$ cat src/hw/dbsm_map.vh
// Register map, field positions, reset values and gain constants of the
// DAC boost and sidetone mixer. Assumes inclusion by bare name only.
`ifndef DBSM_MAP_VH
`define DBSM_MAP_VH

// Register indices; byte address is four times the index
`define DBSM_IDX_POWER 6'h12
`define DBSM_IDX_AIF0 6'h18
`define DBSM_IDX_SIDE 6'h20
`define DBSM_IDX_STAT 6'h21
// Address bits that carry the register index
`define DBSM_AIDX_HI 7
`define DBSM_AIDX_LO 2

// Converter enable bits
`define DBSM_LEFT_ON_BIT 3
`define DBSM_RIGHT_ON_BIT 2
`define DBSM_ON_RST 1'h0
// Interface control fields
`define DBSM_BOOST_HI 10
`define DBSM_BOOST_LO 9
`define DBSM_BOOST_RST 2'h0
`define DBSM_LPICK_BIT 5
`define DBSM_RPICK_BIT 4
`define DBSM_LPICK_RST 1'h0
`define DBSM_RPICK_RST 1'h1
// Sidetone control fields
`define DBSM_LATT_HI 11
`define DBSM_LATT_LO 8
`define DBSM_RATT_HI 7
`define DBSM_RATT_LO 4
`define DBSM_LSRC_HI 3
`define DBSM_LSRC_LO 2
`define DBSM_RSRC_HI 1
`define DBSM_RSRC_LO 0
`define DBSM_ATT_RST 4'h0
`define DBSM_SRC_RST 2'h0
// Status bits
`define DBSM_ST_RATE_BIT 0
`define DBSM_ST_LSAT_BIT 1
`define DBSM_ST_RSAT_BIT 2
// Byte lanes
`define DBSM_LANE0 0
`define DBSM_LANE1 1

// Sidetone source codes
`define DBSM_SRC_NONE 2'h0
`define DBSM_SRC_LEFT 2'h1
`define DBSM_SRC_RIGHT 2'h2

// Bus responses
`define DBSM_RESP_OKAY 2'h0
`define DBSM_RESP_SLVERR 2'h2

// Sidetone gain coefficients, unsigned, unity is 16'h8000
`define DBSM_COEF_FRAC 15
`define DBSM_COEF_M36 16'h0207
`define DBSM_COEF_M33 16'h02de
`define DBSM_COEF_M30 16'h040c
`define DBSM_COEF_M27 16'h05b8
`define DBSM_COEF_M24 16'h0814
`define DBSM_COEF_M21 16'h0b68
`define DBSM_COEF_M18 16'h101d
`define DBSM_COEF_M15 16'h16c3
`define DBSM_COEF_M12 16'h2027
`define DBSM_COEF_M9 16'h2d6b
`define DBSM_COEF_M6 16'h4027
`define DBSM_COEF_M3 16'h5a9e
`define DBSM_COEF_0DB 16'h8000

// Saturation limits of a 24-bit sample
`define DBSM_SAT_MAX 24'h7fffff
`define DBSM_SAT_MIN 24'h800000

`endif

$ cat src/hw/dbsm_chan.v
// One DAC channel: playback pick, boost, sidetone gain, saturating sum.
// Assumes all inputs come from logic on aclk; strobe marks a new sample.
`timescale 1ns/100ps
`include "dbsm_map.vh"

module dbsm_chan
#(
   parameter W = 24
)
(
   // Clock and reset
   input wire aclk,
   input wire aresetn,
   // Playback samples
   input wire strobe,
   input wire signed [W-1:0] play_l,
   input wire signed [W-1:0] play_r,
   // Controls
   input wire enable,
   input wire pick,
   input wire [1:0] boost,
   input wire [1:0] src,
   input wire [3:0] atten,
   input wire st_allow,
   // Sidetone samples from the ADC high-pass outputs
   input wire signed [W-1:0] adc_l,
   input wire signed [W-1:0] adc_r,
   // Mixed sample to the interpolation filter
   output reg signed [W-1:0] mix_r,
   output reg valid_r,
   output reg sat_r
);

   // Attenuation code to gain coefficient
   function [15:0] coef_of;
      input [3:0] code;
      begin
         case (code)
            4'h0: coef_of = `DBSM_COEF_M36;
            4'h1: coef_of = `DBSM_COEF_M33;
            4'h2: coef_of = `DBSM_COEF_M30;
            4'h3: coef_of = `DBSM_COEF_M27;
            4'h4: coef_of = `DBSM_COEF_M24;
            4'h5: coef_of = `DBSM_COEF_M21;
            4'h6: coef_of = `DBSM_COEF_M18;
            4'h7: coef_of = `DBSM_COEF_M15;
            4'h8: coef_of = `DBSM_COEF_M12;
            4'h9: coef_of = `DBSM_COEF_M9;
            4'ha: coef_of = `DBSM_COEF_M6;
            4'hb: coef_of = `DBSM_COEF_M3;
            default: coef_of = `DBSM_COEF_0DB;
         endcase
      end
   endfunction

   // Playback source pick
   wire signed [W-1:0] pick_s = pick ? play_r : play_l;
   wire signed [W+3:0] pick_x = {{4{pick_s[W-1]}}, pick_s}; // Headroom for boost and sum
   // Boost is a left shift of 0 to 3 bits
   wire signed [W+3:0] boosted = pick_x <<< boost;
   // Sidetone source and gain
   wire src_ok = (src == `DBSM_SRC_LEFT) || (src == `DBSM_SRC_RIGHT);
   wire st_on = st_allow && src_ok;
   wire signed [W-1:0] st_s = (src == `DBSM_SRC_RIGHT) ? adc_r : adc_l;
   wire signed [16:0] coef_s = {1'b0, coef_of(atten)};
   wire signed [W+16:0] prod = st_s * coef_s; // Product of sample and gain
   wire signed [W+16:0] prod_sh = prod >>> `DBSM_COEF_FRAC; // Back to sample scale
   wire signed [W+3:0] st_val = st_on ? prod_sh[W+3:0] : {(W+4){1'b0}};
   // Playback plus sidetone
   wire signed [W+3:0] sum = boosted + st_val;
   wire signed [W+3:0] lim_hi = {{4{1'b0}}, `DBSM_SAT_MAX};
   wire signed [W+3:0] lim_lo = {{4{1'b1}}, `DBSM_SAT_MIN};
   wire over = sum > lim_hi;
   wire under = sum < lim_lo;

   // Output register, loaded once per sample strobe
   always @(posedge aclk)
   begin
      if (!aresetn)
      begin
         mix_r <= {W{1'b0}};
         valid_r <= 1'b0;
         sat_r <= 1'b0;
      end
      else if (strobe && enable)
      begin
         // Saturate rather than wrap
         if (over)
            mix_r <= `DBSM_SAT_MAX;
         else if (under)
            mix_r <= `DBSM_SAT_MIN;
         else
            mix_r <= sum[W-1:0];
         valid_r <= 1'b1;
         sat_r <= over || under;
      end
      else
      begin
         // Disabled converter sees silence
         if (!enable)
            mix_r <= {W{1'b0}};
         valid_r <= 1'b0;
         sat_r <= 1'b0;
      end
   end

endmodule

$ cat src/hw/dbsm_top.v
// Top of the DAC boost and sidetone mixer with its AXI4-Lite registers.
// Assumes playback, ADC and rate-match inputs are logic on aclk; the
// interpolation filters take the 24-bit mixed samples and valid pulses.
//
// The AXI4-Lite register port was left to the implementer.
`timescale 1ns/100ps
`include "dbsm_map.vh"

// Summary of operation
// - Boost playback by 0, 6, 12, 18 dB
// - Sidetone only when sample rates match
// - Either ADC summed into each DAC
// - Sidetone taken after ADC high-pass
// - Left sidetone source in bits 3:2
// - Right sidetone source in bits 1:0
// - Left sidetone attenuation in bits 11:8
// - Right sidetone attenuation in bits 7:4
// - Minus 36 dB up in 3 dB steps
// - DAC input is playback plus sidetone
// - Mixed 24-bit samples feed interpolation filters
// - DAC enables in power bits 3, 2
// - Each DAC picks left or right channel
module dbsm_top
#(
   parameter W = 24,
   parameter ADDR_W = 8
)
(
   // Clock and reset
   input wire aclk,
   input wire aresetn,
   // AXI4-Lite write address
   input wire [ADDR_W-1:0] s_axi_awaddr,
   input wire [2:0] s_axi_awprot,
   input wire s_axi_awvalid,
   output reg s_axi_awready,
   // AXI4-Lite write data
   input wire [31:0] s_axi_wdata,
   input wire [3:0] s_axi_wstrb,
   input wire s_axi_wvalid,
   output reg s_axi_wready,
   // AXI4-Lite write response
   output reg [1:0] s_axi_bresp,
   output reg s_axi_bvalid,
   input wire s_axi_bready,
   // AXI4-Lite read address
   input wire [ADDR_W-1:0] s_axi_araddr,
   input wire [2:0] s_axi_arprot,
   input wire s_axi_arvalid,
   output reg s_axi_arready,
   // AXI4-Lite read data
   output reg [31:0] s_axi_rdata,
   output reg [1:0] s_axi_rresp,
   output reg s_axi_rvalid,
   input wire s_axi_rready,
   // Playback samples from the audio interface
   input wire play_valid,
   input wire signed [W-1:0] play_l_in,
   input wire signed [W-1:0] play_r_in,
   // ADC high-pass filter outputs
   input wire adc_valid,
   input wire signed [W-1:0] adc_hpf_l,
   input wire signed [W-1:0] adc_hpf_r,
   // ADC and DAC run at one sample rate
   input wire rates_equal,
   // Mixed samples to the interpolation filters
   output wire signed [W-1:0] dac_l_data,
   output wire dac_l_valid,
   output wire signed [W-1:0] dac_r_data,
   output wire dac_r_valid,
   // Converter enables
   output reg left_converter_on,
   output reg right_converter_on
);

   // True when an index names a mapped register
   function is_mapped;
      input [5:0] idx;
      begin
         case (idx)
            `DBSM_IDX_POWER: is_mapped = 1'b1;
            `DBSM_IDX_AIF0: is_mapped = 1'b1;
            `DBSM_IDX_SIDE: is_mapped = 1'b1;
            `DBSM_IDX_STAT: is_mapped = 1'b1;
            default: is_mapped = 1'b0;
         endcase
      end
   endfunction

   // Control fields
   reg [1:0] boost_r; // Playback boost code
   reg left_pick_r; // Left DAC playback channel
   reg right_pick_r; // Right DAC playback channel
   reg [3:0] left_att_r; // Left sidetone attenuation
   reg [3:0] right_att_r; // Right sidetone attenuation
   reg [1:0] left_src_r; // Left DAC sidetone source
   reg [1:0] right_src_r; // Right DAC sidetone source
   // Status
   reg rate_r; // Registered rate match
   reg lsat_r; // Left sum saturated, sticky
   reg rsat_r; // Right sum saturated, sticky
   // Held ADC samples
   reg signed [W-1:0] adc_l_r;
   reg signed [W-1:0] adc_r_r;
   // Write channel state
   reg [ADDR_W-1:0] aw_addr_r; // Captured write address
   reg aw_full_r; // Write address held
   reg [31:0] w_data_r; // Captured write data
   reg [3:0] w_strb_r; // Captured byte strobes
   reg w_full_r; // Write data held
   // Read mux value
   reg [31:0] rd_word;

   // Handshake terms
   wire aw_take = s_axi_awvalid && s_axi_awready;
   wire w_take = s_axi_wvalid && s_axi_wready;
   wire ar_take = s_axi_arvalid && s_axi_arready;
   wire wr_fire = aw_full_r && w_full_r && !s_axi_bvalid;
   wire [5:0] wr_idx = aw_addr_r[`DBSM_AIDX_HI:`DBSM_AIDX_LO];
   wire [5:0] rd_idx = s_axi_araddr[`DBSM_AIDX_HI:`DBSM_AIDX_LO];
   wire lane0 = w_strb_r[`DBSM_LANE0];
   wire lane1 = w_strb_r[`DBSM_LANE1];
   // Saturation pulses from the channels
   wire lsat_set;
   wire rsat_set;
   // Status clear strobes
   wire stat_wr = wr_fire && (wr_idx == `DBSM_IDX_STAT) && lane0;
   wire lsat_clr = stat_wr && w_data_r[`DBSM_ST_LSAT_BIT];
   wire rsat_clr = stat_wr && w_data_r[`DBSM_ST_RSAT_BIT];

   // Write address and data capture, then response
   always @(posedge aclk)
   begin
      if (!aresetn)
      begin
         s_axi_awready <= 1'b0;
         s_axi_wready <= 1'b0;
         s_axi_bvalid <= 1'b0;
         s_axi_bresp <= `DBSM_RESP_OKAY;
         aw_full_r <= 1'b0;
         w_full_r <= 1'b0;
         aw_addr_r <= {ADDR_W{1'b0}};
         w_data_r <= 32'h0;
         w_strb_r <= 4'h0;
      end
      else
      begin
         // Address taken in either order against data
         if (aw_take)
         begin
            aw_addr_r <= s_axi_awaddr;
            aw_full_r <= 1'b1;
            s_axi_awready <= 1'b0;
         end
         else if (!aw_full_r && !s_axi_bvalid)
            s_axi_awready <= 1'b1;
         // Data taken
         if (w_take)
         begin
            w_data_r <= s_axi_wdata;
            w_strb_r <= s_axi_wstrb;
            w_full_r <= 1'b1;
            s_axi_wready <= 1'b0;
         end
         else if (!w_full_r && !s_axi_bvalid)
            s_axi_wready <= 1'b1;
         // Both halves held: write and answer
         if (wr_fire)
         begin
            aw_full_r <= 1'b0;
            w_full_r <= 1'b0;
            s_axi_bvalid <= 1'b1;
            s_axi_bresp <= is_mapped(wr_idx) ? `DBSM_RESP_OKAY : `DBSM_RESP_SLVERR;
         end
         else if (s_axi_bvalid && s_axi_bready)
            s_axi_bvalid <= 1'b0;
      end
   end

   // Control registers, written lane by lane
   always @(posedge aclk)
   begin
      if (!aresetn)
      begin
         left_converter_on <= `DBSM_ON_RST;
         right_converter_on <= `DBSM_ON_RST;
         boost_r <= `DBSM_BOOST_RST;
         left_pick_r <= `DBSM_LPICK_RST;
         right_pick_r <= `DBSM_RPICK_RST;
         left_att_r <= `DBSM_ATT_RST;
         right_att_r <= `DBSM_ATT_RST;
         left_src_r <= `DBSM_SRC_RST;
         right_src_r <= `DBSM_SRC_RST;
      end
      else if (wr_fire)
      begin
         case (wr_idx)
            `DBSM_IDX_POWER:
            begin
               // Converter enables
               if (lane0)
               begin
                  left_converter_on <= w_data_r[`DBSM_LEFT_ON_BIT];
                  right_converter_on <= w_data_r[`DBSM_RIGHT_ON_BIT];
               end
            end
            `DBSM_IDX_AIF0:
            begin
               // Boost and playback picks
               if (lane1)
                  boost_r <= w_data_r[`DBSM_BOOST_HI:`DBSM_BOOST_LO];
               if (lane0)
               begin
                  left_pick_r <= w_data_r[`DBSM_LPICK_BIT];
                  right_pick_r <= w_data_r[`DBSM_RPICK_BIT];
               end
            end
            `DBSM_IDX_SIDE:
            begin
               // Sidetone gains and sources
               if (lane1)
                  left_att_r <= w_data_r[`DBSM_LATT_HI:`DBSM_LATT_LO];
               if (lane0)
               begin
                  right_att_r <= w_data_r[`DBSM_RATT_HI:`DBSM_RATT_LO];
                  left_src_r <= w_data_r[`DBSM_LSRC_HI:`DBSM_LSRC_LO];
                  right_src_r <= w_data_r[`DBSM_RSRC_HI:`DBSM_RSRC_LO];
               end
            end
            // Status and unmapped words hold no control
            default: boost_r <= boost_r;
         endcase
      end
   end

   // Status: a new saturation wins over a clear in the same cycle
   always @(posedge aclk)
   begin
      if (!aresetn)
      begin
         rate_r <= 1'b0;
         lsat_r <= 1'b0;
         rsat_r <= 1'b0;
      end
      else
      begin
         rate_r <= rates_equal;
         lsat_r <= (lsat_r && !lsat_clr) || lsat_set;
         rsat_r <= (rsat_r && !rsat_clr) || rsat_set;
      end
   end

   // Read mux; reserved bits read zero
   always @*
   begin
      rd_word = 32'h0;
      case (rd_idx)
         `DBSM_IDX_POWER:
         begin
            rd_word[`DBSM_LEFT_ON_BIT] = left_converter_on;
            rd_word[`DBSM_RIGHT_ON_BIT] = right_converter_on;
         end
         `DBSM_IDX_AIF0:
         begin
            rd_word[`DBSM_BOOST_HI:`DBSM_BOOST_LO] = boost_r;
            rd_word[`DBSM_LPICK_BIT] = left_pick_r;
            rd_word[`DBSM_RPICK_BIT] = right_pick_r;
         end
         `DBSM_IDX_SIDE:
         begin
            rd_word[`DBSM_LATT_HI:`DBSM_LATT_LO] = left_att_r;
            rd_word[`DBSM_RATT_HI:`DBSM_RATT_LO] = right_att_r;
            rd_word[`DBSM_LSRC_HI:`DBSM_LSRC_LO] = left_src_r;
            rd_word[`DBSM_RSRC_HI:`DBSM_RSRC_LO] = right_src_r;
         end
         `DBSM_IDX_STAT:
         begin
            rd_word[`DBSM_ST_RATE_BIT] = rate_r;
            rd_word[`DBSM_ST_LSAT_BIT] = lsat_r;
            rd_word[`DBSM_ST_RSAT_BIT] = rsat_r;
         end
         default: rd_word = 32'h0;
      endcase
   end

   // Read channel: one read at a time, data one cycle after address
   always @(posedge aclk)
   begin
      if (!aresetn)
      begin
         s_axi_arready <= 1'b0;
         s_axi_rvalid <= 1'b0;
         s_axi_rdata <= 32'h0;
         s_axi_rresp <= `DBSM_RESP_OKAY;
      end
      else if (ar_take)
      begin
         s_axi_arready <= 1'b0;
         s_axi_rvalid <= 1'b1;
         s_axi_rdata <= rd_word;
         s_axi_rresp <= is_mapped(rd_idx) ? `DBSM_RESP_OKAY : `DBSM_RESP_SLVERR;
      end
      else if (s_axi_rvalid && s_axi_rready)
      begin
         s_axi_rvalid <= 1'b0;
         s_axi_arready <= 1'b1;
      end
      else if (!s_axi_rvalid)
         s_axi_arready <= 1'b1;
   end

   // Hold the latest high-pass filtered ADC samples for sidetone
   always @(posedge aclk)
   begin
      if (!aresetn)
      begin
         adc_l_r <= {W{1'b0}};
         adc_r_r <= {W{1'b0}};
      end
      else if (adc_valid)
      begin
         adc_l_r <= adc_hpf_l;
         adc_r_r <= adc_hpf_r;
      end
   end

   // Left DAC channel
   dbsm_chan #(.W(W)) u_left
   (
      .aclk(aclk), .aresetn(aresetn),
      .strobe(play_valid),
      .play_l(play_l_in), .play_r(play_r_in),
      .enable(left_converter_on),
      .pick(left_pick_r),
      .boost(boost_r),
      .src(left_src_r), .atten(left_att_r),
      .st_allow(rate_r),
      .adc_l(adc_l_r), .adc_r(adc_r_r),
      .mix_r(dac_l_data), .valid_r(dac_l_valid),
      .sat_r(lsat_set)
   );

   // Right DAC channel
   dbsm_chan #(.W(W)) u_right
   (
      .aclk(aclk), .aresetn(aresetn),
      .strobe(play_valid),
      .play_l(play_l_in), .play_r(play_r_in),
      .enable(right_converter_on),
      .pick(right_pick_r),
      .boost(boost_r),
      .src(right_src_r), .atten(right_att_r),
      .st_allow(rate_r),
      .adc_l(adc_l_r), .adc_r(adc_r_r),
      .mix_r(dac_r_data), .valid_r(dac_r_valid),
      .sat_r(rsat_set)
   );

endmodule

$ cat config.mk
export PLATFORM = sky130hd
export DESIGN_NAME = dbsm_top
export DESIGN_NICKNAME = d
export VERILOG_FILES = /design/src/hw/dbsm_chan.v /design/src/hw/dbsm_top.v
export VERILOG_INCLUDE_DIRS = /design/src /design/src/hw
export SDC_FILE = /design/constraint.sdc
export NUM_CORES = 2
export LEC_CHECK = 0
export ABC_CLOCK_PERIOD_IN_PS = 9100
export BUFFER_PORTS_ARGS = -buffer_cell sky130_fd_sc_hd__buf_2
export CORE_MARGIN = 1
export CORE_UTILIZATION = 50
export DETAILED_ROUTE_END_ITERATION = 10
export GPL_TIMING_DRIVEN = 0
export PLACE_DENSITY = 0.81
export SLEW_MARGIN = 20
export SYNTH_ARGS = -nofsm -noshare
export SYNTH_HDL_FRONTEND = slang
export SYNTH_SLANG_ARGS = --single-unit
$ cat constraint.sdc
create_clock -name aclk -period 9.1 [get_ports aclk]
set_clock_uncertainty 0.1 [all_clocks]
set_input_delay 1.82 -clock aclk [delete_from_list [all_inputs] [get_ports aclk]]
set_output_delay 1.82 -clock aclk [all_outputs]
set_load 0.01 [all_outputs]
Word level (Yosys, flattened, before mapping) --
Memories as Yosys holds them, arrays and structs flattened. A register that Yosys moved wholly into a read port is not among the register bits. Index checks and enable logic that the tools add are counted.
Storage, ports and cells: register bits after elaboration 166, memory bits (read-only) 512, input bits 164, output and inout port bits 93, memories kept 2
Memory list:
- (no name shown) | words 16, bits a word 16, rd ports 1, clocked after memory_dff 1, write ports 0, RTL line dbsm_chan.v:38 | case (code)
- (no name shown) | words 16, bits a word 16, rd ports 1, clocked after memory_dff 1, write ports 0, RTL line dbsm_chan.v:38
Cells by class: add/sub/neg operators 2, multipliers 2, $lt $le $gt $ge 4, eq/ne operators 15, shift-type cells 2, multiplexer cells 41, bitwise gates (word level) 1, reductions and logical operators 45
Operators by type and width (number):
- two-way mux 24 bit | 12
- multiplier 24 x 17 -> 41 bit | 2
- adder 28 bit | 2
- > comparator 28 x 24 -> 1 bit (second input constant) | 2
- < comparator 28 x 24 -> 1 bit (second input constant) | 2
- two-way mux 28 bit | 2
- <<< shifter 24 x 2 -> 28 bit | 2
- equality test 6 x 5 -> 1 bit (second input constant) | 4
- equality test 6 bit (second input constant) | 4
- logical AND 1 bit | 19
- two-way mux 4 bit | 4
- two-way mux 1 bit | 15
- AND reduction 3 bit | 5
- case mux 2 bit (2 select lines) | 3
- OR reduction 2 bit | 4
- OR reduction 4 bit | 2
- logical OR 1 bit | 6
- != test 2 x 1 -> 1 bit (second input constant) | 3
- logical NOT 1 bit | 5
- equality test 2 x 1 -> 1 bit (second input constant) | 2
- equality test 2 bit (second input constant) | 2
- two-way mux 2 bit | 2
- AND reduction 2 bit | 2
- nonzero test 2 bit | 2
- other kinds (4) | 4

Logic depth before layout (Yosys ltp) --
depth after elaboration 9, depth in mapped cells 40

By module --
A second synthesis with hierarchy kept.
Second synthesis, totals: cell total of the unflattened synthesis 4426, area, all modules 39157.6 µm²
By module, submodules not included:
- dbsm_chan at u_right | instances 1, cells each 1992, area each 17410.4 µm²
- dbsm_chan at u_left | instances 1, cells each 1962, area each 17250.3 µm²
- dbsm_top | instances 1, cells each 472, area each 4496.8 µm²

Least setup slack after synthesis --
OpenSTA, ideal clock, no wires.
kind reg-to-reg, start reg right_src_r[0], end reg u_right.mix_r[6], library setup time 0.122 ns, arrival 9.094 ns, required time 8.878 ns, path slack -0.216 ns, stages on the path, launching flop included 38, period minus slack after synthesis 9.316 ns, path through dfxtp_1 -> inv_1 -> ha_1 -> clkbuf_1 -> clkbuf_1 -> mux2_2 -> clkbuf_1 -> nand2_1 -> fa_1 -> inv_1 -> fa_1 -> inv_1 -> fa_1 -> inv_1 -> fa_1 -> fa_1 -> inv_1 -> fa_1 -> [2 not listed] -> a2111oi_0 -> o21ai_0 -> o21ai_0 -> o31ai_4 -> a211oi_2 -> o31ai_2 -> a2111oi_0 -> nor3_1 -> nor3b_1 -> ha_1 -> nor2b_1 -> nand2_1 -> o21ai_0 -> a311oi_1 -> o311ai_4 -> o41a_1 -> buf_6 -> a221o_1
Between the ends: word-level cells in the longest chain between the ends 9, elaborated cells on any way between the ends 13
Ends and longest elaborated chain:
- start: declaration | RTL line dbsm_top.v:97 | reg [1:0] right_src_r;
- start signal: assignment | RTL line dbsm_top.v:193 | right_src_r <= `DBSM_SRC_RST;
- start signal: assignment | RTL line dbsm_top.v:227 | right_src_r <= w_data_r[`DBSM_RSRC_HI:`DBSM_RSRC_LO];
- equality test 2 bit (no source line) or equality test 2 x 1 -> 1 bit (tied branches)
- two-way mux 24 bit or logical OR 1 bit (tied branches) | RTL line dbsm_chan.v:64, dbsm_chan.v:62
- multiplier 24 x 17 -> 41 bit or logical AND 1 bit (tied branches) | RTL line dbsm_chan.v:66, dbsm_chan.v:63
- two-way mux 28 bit (*) | RTL line dbsm_chan.v:68 | wire signed [W+3:0] st_val = st_on ? prod_sh[W+3:0] : {(W+4){1'b0}};
- adder 28 bit (*) | RTL line dbsm_chan.v:70 | wire signed [W+3:0] sum = boosted + st_val;
- < comparator 28 x 24 -> 1 bit | RTL line dbsm_chan.v:74 | wire under = sum < lim_lo;
- two-way mux 24 bit | RTL line dbsm_chan.v:90 | else if (under)
- two-way mux 24 bit (*) | RTL line dbsm_chan.v:88 | if (over)
- two-way mux 24 bit (*) | RTL line dbsm_chan.v:85 | else if (strobe && enable)
- end signal: assignment | RTL line dbsm_chan.v:89 | mix_r <= `DBSM_SAT_MAX;
- end signal: assignment | RTL line dbsm_chan.v:91 | mix_r <= `DBSM_SAT_MIN;
- end signal: assignment | RTL line dbsm_chan.v:93 | mix_r <= sum[W-1:0];
- end: declaration | RTL line dbsm_chan.v:29 | output reg signed [W-1:0] mix_r,
Mark *: on every way between the ends. The rest lies on a longest branch, timed or not. A chain may end at the register's enable or synchronous reset.

Worst setup path in the final report --
start reg right_src_r[0], end reg u_right.mix_r[20]
The elaborated chain is that of the path after synthesis.

==> impl_metrics.toml <==
[status]
status = "finished with violations"
violations = "setup timing"

[power_and_ir_drop]
p_sw_frac = 0.4362
p_switching_w = 0.001494
p_comb_frac = 0.492
pwr-share-seq = 0.261
p_clk_frac = 0.246
p_per_area_nw_per_um2 = 74.88
p_int_w = 0.001931
power.leakage_nw = 22.67
p_total_w = 0.003425
ir_worst_vdd_uv = 139.7

[worst_setup_path]
startpoint_type = "flip-flop"
critPathCaptureType = "flip-flop"
ff2ff_path_depth = 40
crit_start = "right_src_r[0]"
cp_slowest_cell = "fa_1"
critPathMostFrequentCell = "fa_1"
cp.arrival_ns = 9.87
crit_fanout = 5
reg2reg_to = "u_right.mix_r[20]"
r2r_start = "right_src_r[0]"
r2r_setup_slack_ns = -0.45
crit_type = "flip-flop to flip-flop"
cpPeakStageDelay_ns = 0.54
worst_ep_required_time_ns = 9.41

[drt]
drtPass1Iterations = 9
finalWirelength_um = 125700
first_iter_violations = 3155
ant_nets = 0
wl_per_cell_um = 21.36
drc_errors = 0
num_vias = 33330
via_per_inst = 5.662

[synth]
ys_seq_elements = 194
synth.area.mux_share = 0.05485
ys_top_cells_by_area = "fa_1 (38%), dfxtp_1 (9.8%), inv_1 (8.6%), ha_1 (8.4%), nand2_1 (6.0%)"
synth-simple-area-share = 0.1622
ys_warn_count = 0
ys_types = 83
synth_top_area_share = 0.3817
synthTopCellsByCount = "inv_1 (899), fa_1 (752), nand2_1 (634)"
synth_top_family_by_area = "adder cells"
yosysTopAreaCell = "fa_1"
synth.most_common_cell = "inv_1"
synth-adder-area-share = 0.4654
netlist_instances = 4466
synth_area_um2 = 39440
synth_compound_gate_area_share = 0.08664
synth_xor_area_frac = 0.02176
synth-seq-area-share = 0.09847
synth_ff_type = "dfxtp_1"
synthArstFlopShare = 0
synth_edf_count = 0
syn_area_per_cell_um2 = 8.832

[sta]
timing.final.ws_setup_ns = -0.4540
finalHoldViolCount = 0
finalMaxSlewViolations = 0
period_needed_ns = 9.554
tightest_slew_ns = 0.9531
timing.fmax_ghz = 0.1047
tns_ns = -14.08
max_slew_margin = 0.3646
hold_ws_ns = 0.3770
period_share = 1.050
rsz0062_at_grt = "true"
setup_viol_count_final = 48

[place]
place_hpwl_um = 98750
gp_congestion = 0.9929
numPortBuffers = 200

[die]
die_w_um = 282.9
ioPinCount = 257
rows = 102
die_h_um = 282.9
core-area_um2 = 77720
dieArea_um2 = 80010
start_util = 0.5075

[clocking]
clock-sinks = 194
cts.clk_slew.worst_paths_ns = 0.09
cts_tree = "done"
clk_path_buf_depth = 2
insertion_delay_ns = 0.53
numCtsBuffers = 17
cts-root-buf = "clkbuf_16"
htree_num_levels = 4
ctsHoldBuffers = 0

[worst_hold_path]
min_to = "s_axi_rdata[7]"
holdPathStages = 2
hold_class = "flip-flop to flip-flop"
hp-start = "s_axi_rdata[7]"

[finish]
diodes = 0
drive_above_1_share = 0.1628
num-fill-cells = 6316
area_growth_syn_to_layout_pct = 15.98
nets = 6013

[grt]
grt_remaining_overflow = 0
grt_pass1_vias = 34460
grt_max_degree = 23
grt_pass1_wl_um = 192100
track_usage = 0.3184
antenna_found_initial = 4

[flow_run]
max_cap_violations = 0
-- area by class of cell --
class,instances,area (um2),area share
Timing Repair Buffer,342,2195,0.04798
Tap cell,1040,1301,0.02845
Multi-Input combinational cell,3162,32950,0.7202
Clock inverter,14,197.7,0.004322
Inverter,900,3385,0.07399
Sequential cell,194,3891,0.08507
Buffer,216,1389,0.03036
Clock buffer,18,439.2,0.009601
-- registers in the layout (all words and copies together), names as in the netlist, 4 cells and up --
signal / flops
adc_l_r: 24
adc_r_r: 24
u_left.mix_r: 24
u_right.mix_r: 24
u_left.coef_s: 16
u_right.coef_s: 16
s_axi_rdata: 12
w_data_r: 12
aw_addr_r: 6
left_att_r: 4
right_att_r: 4
-- worst max path at each step --
stage	end	slack, ns
6_report	u_right.mix_r[20]	-0.45
5_1_grt	u_right.mix_r[17]	-0.78
4_1_cts	u_right.mix_r[20]	-0.57
3_5_place_dp	u_left.mix_r[17]	-2.28
3_3_place_gp	u_left.mix_r[3]	-2.09
2_1_floorplan	u_right.mix_r[6]	0.008
-- layout by cell type (no fill, tap or decap), types with 16 or more instances in the layout --
| master | synthesis | routed |
|---|---|---|
| a221o_1 | 21 | 21 |
| inv_1 | 899 | 885 |
| xnor2_1 | 63 | 53 |
| nor3_1 | 33 | 17 |
| o21a_1 | 21 | 20 |
| ha_4 | 0 | 24 |
| conb_1 | 1 | 22 |
| fa_1 | 752 | 737 |
| buf_4 | 24 | 143 |
| nand3_1 | 45 | 40 |
| a21oi_1 | 100 | 65 |
| ha_1 | 264 | 225 |
| mux2_4 | 0 | 29 |
| nand2b_1 | 25 | 25 |
| clkbuf_1 | 187 | 125 |
| mux2_2 | 73 | 44 |
| dfxtp_1 | 194 | 190 |
| and2_1 | 319 | 311 |
| a21o_1 | 45 | 45 |
| nor2_1 | 105 | 97 |
| buf_6 | 2 | 26 |
| a21boi_0 | 33 | 33 |
| o211ai_1 | 33 | 33 |
| buf_2 | 8 | 207 |
| mux2i_1 | 134 | 134 |
| nand2_1 | 634 | 623 |
| nor2b_1 | 82 | 80 |
| xor2_1 | 35 | 28 |
| clkbuf_8 | 0 | 16 |
| clkbuf_16 | 0 | 26 |
| a21oi_2 | 0 | 27 |
| o21ai_0 | 101 | 87 |
-- power by group through the flow --
| stage | combinational, W | sequential (W) | clock (W) |
|---|---|---|---|
| CTS | 0.00155 | 0.000891 | 0.000845 |
| global placement | 0.00135 | 0.000910 | 0 |
| detailed placement | 0.00139 | 0.000911 | 0 |
| global route | 0.00186 | 0.000895 | 0.000881 |
| floorplan | 0.000973 | 0.000903 | 0 |
| finish | 0.00169 | 0.000895 | 0.000844 |
-- through the flow --
stage	setup WS, ns	std cells	cell area (um2)	util
final	-0.4540	5886	45740	0.5886
after global routing	-0.7814	5886	45740	0.5886
after CTS	-0.5749	5833	44420	0.5715
after detailed placement	-2.275	5727	41850	0.5385
after global placement	-2.090	5727	41840	0.5384
after floorplan	0.007711	4487	39540	-
-- critical path: cells and delay by family (launching register included) --
| kind | cells | cell delay [ns] |
|---|---|---|
| flops | 1 | 0.34 |
| compound gates | 13 | 2.69 |
| buf+inv | 13 | 1.65 |
| mux | 1 | 0.36 |
| fa+ha+maj | 9 | 3.74 |
| simple gates | 4 | 0.49 |
-- per-layer routing --
layer | vias up | global-route usage | routed length, um
met5 | - | 0 | 36
met4 | 8 | 0.1372 | 6225
met3 | 429 | 0.09476 | 15010
met2 | 1925 | 0.4884 | 55790
met1 | 16500 | 0.4178 | 48640
li1 | 14470 | - | -
-- logic make-up after synthesis --
logic type,after synthesis
other,1
and+or+nand+nor,1325
muxes,207
xor gates and xnor gates,98
AOI/OAI and AO/OA,494
adders and majority gates,1016
DFF,194
buffers and inverters,1131
-- what timing repair did --
item,CTS,global route
cloned,9,0
setup buffers,79,56
pin swaps,125,151
setup endpoints to repair,50,50
resized for setup,308,208
Power figures use the tool's default switching activity.
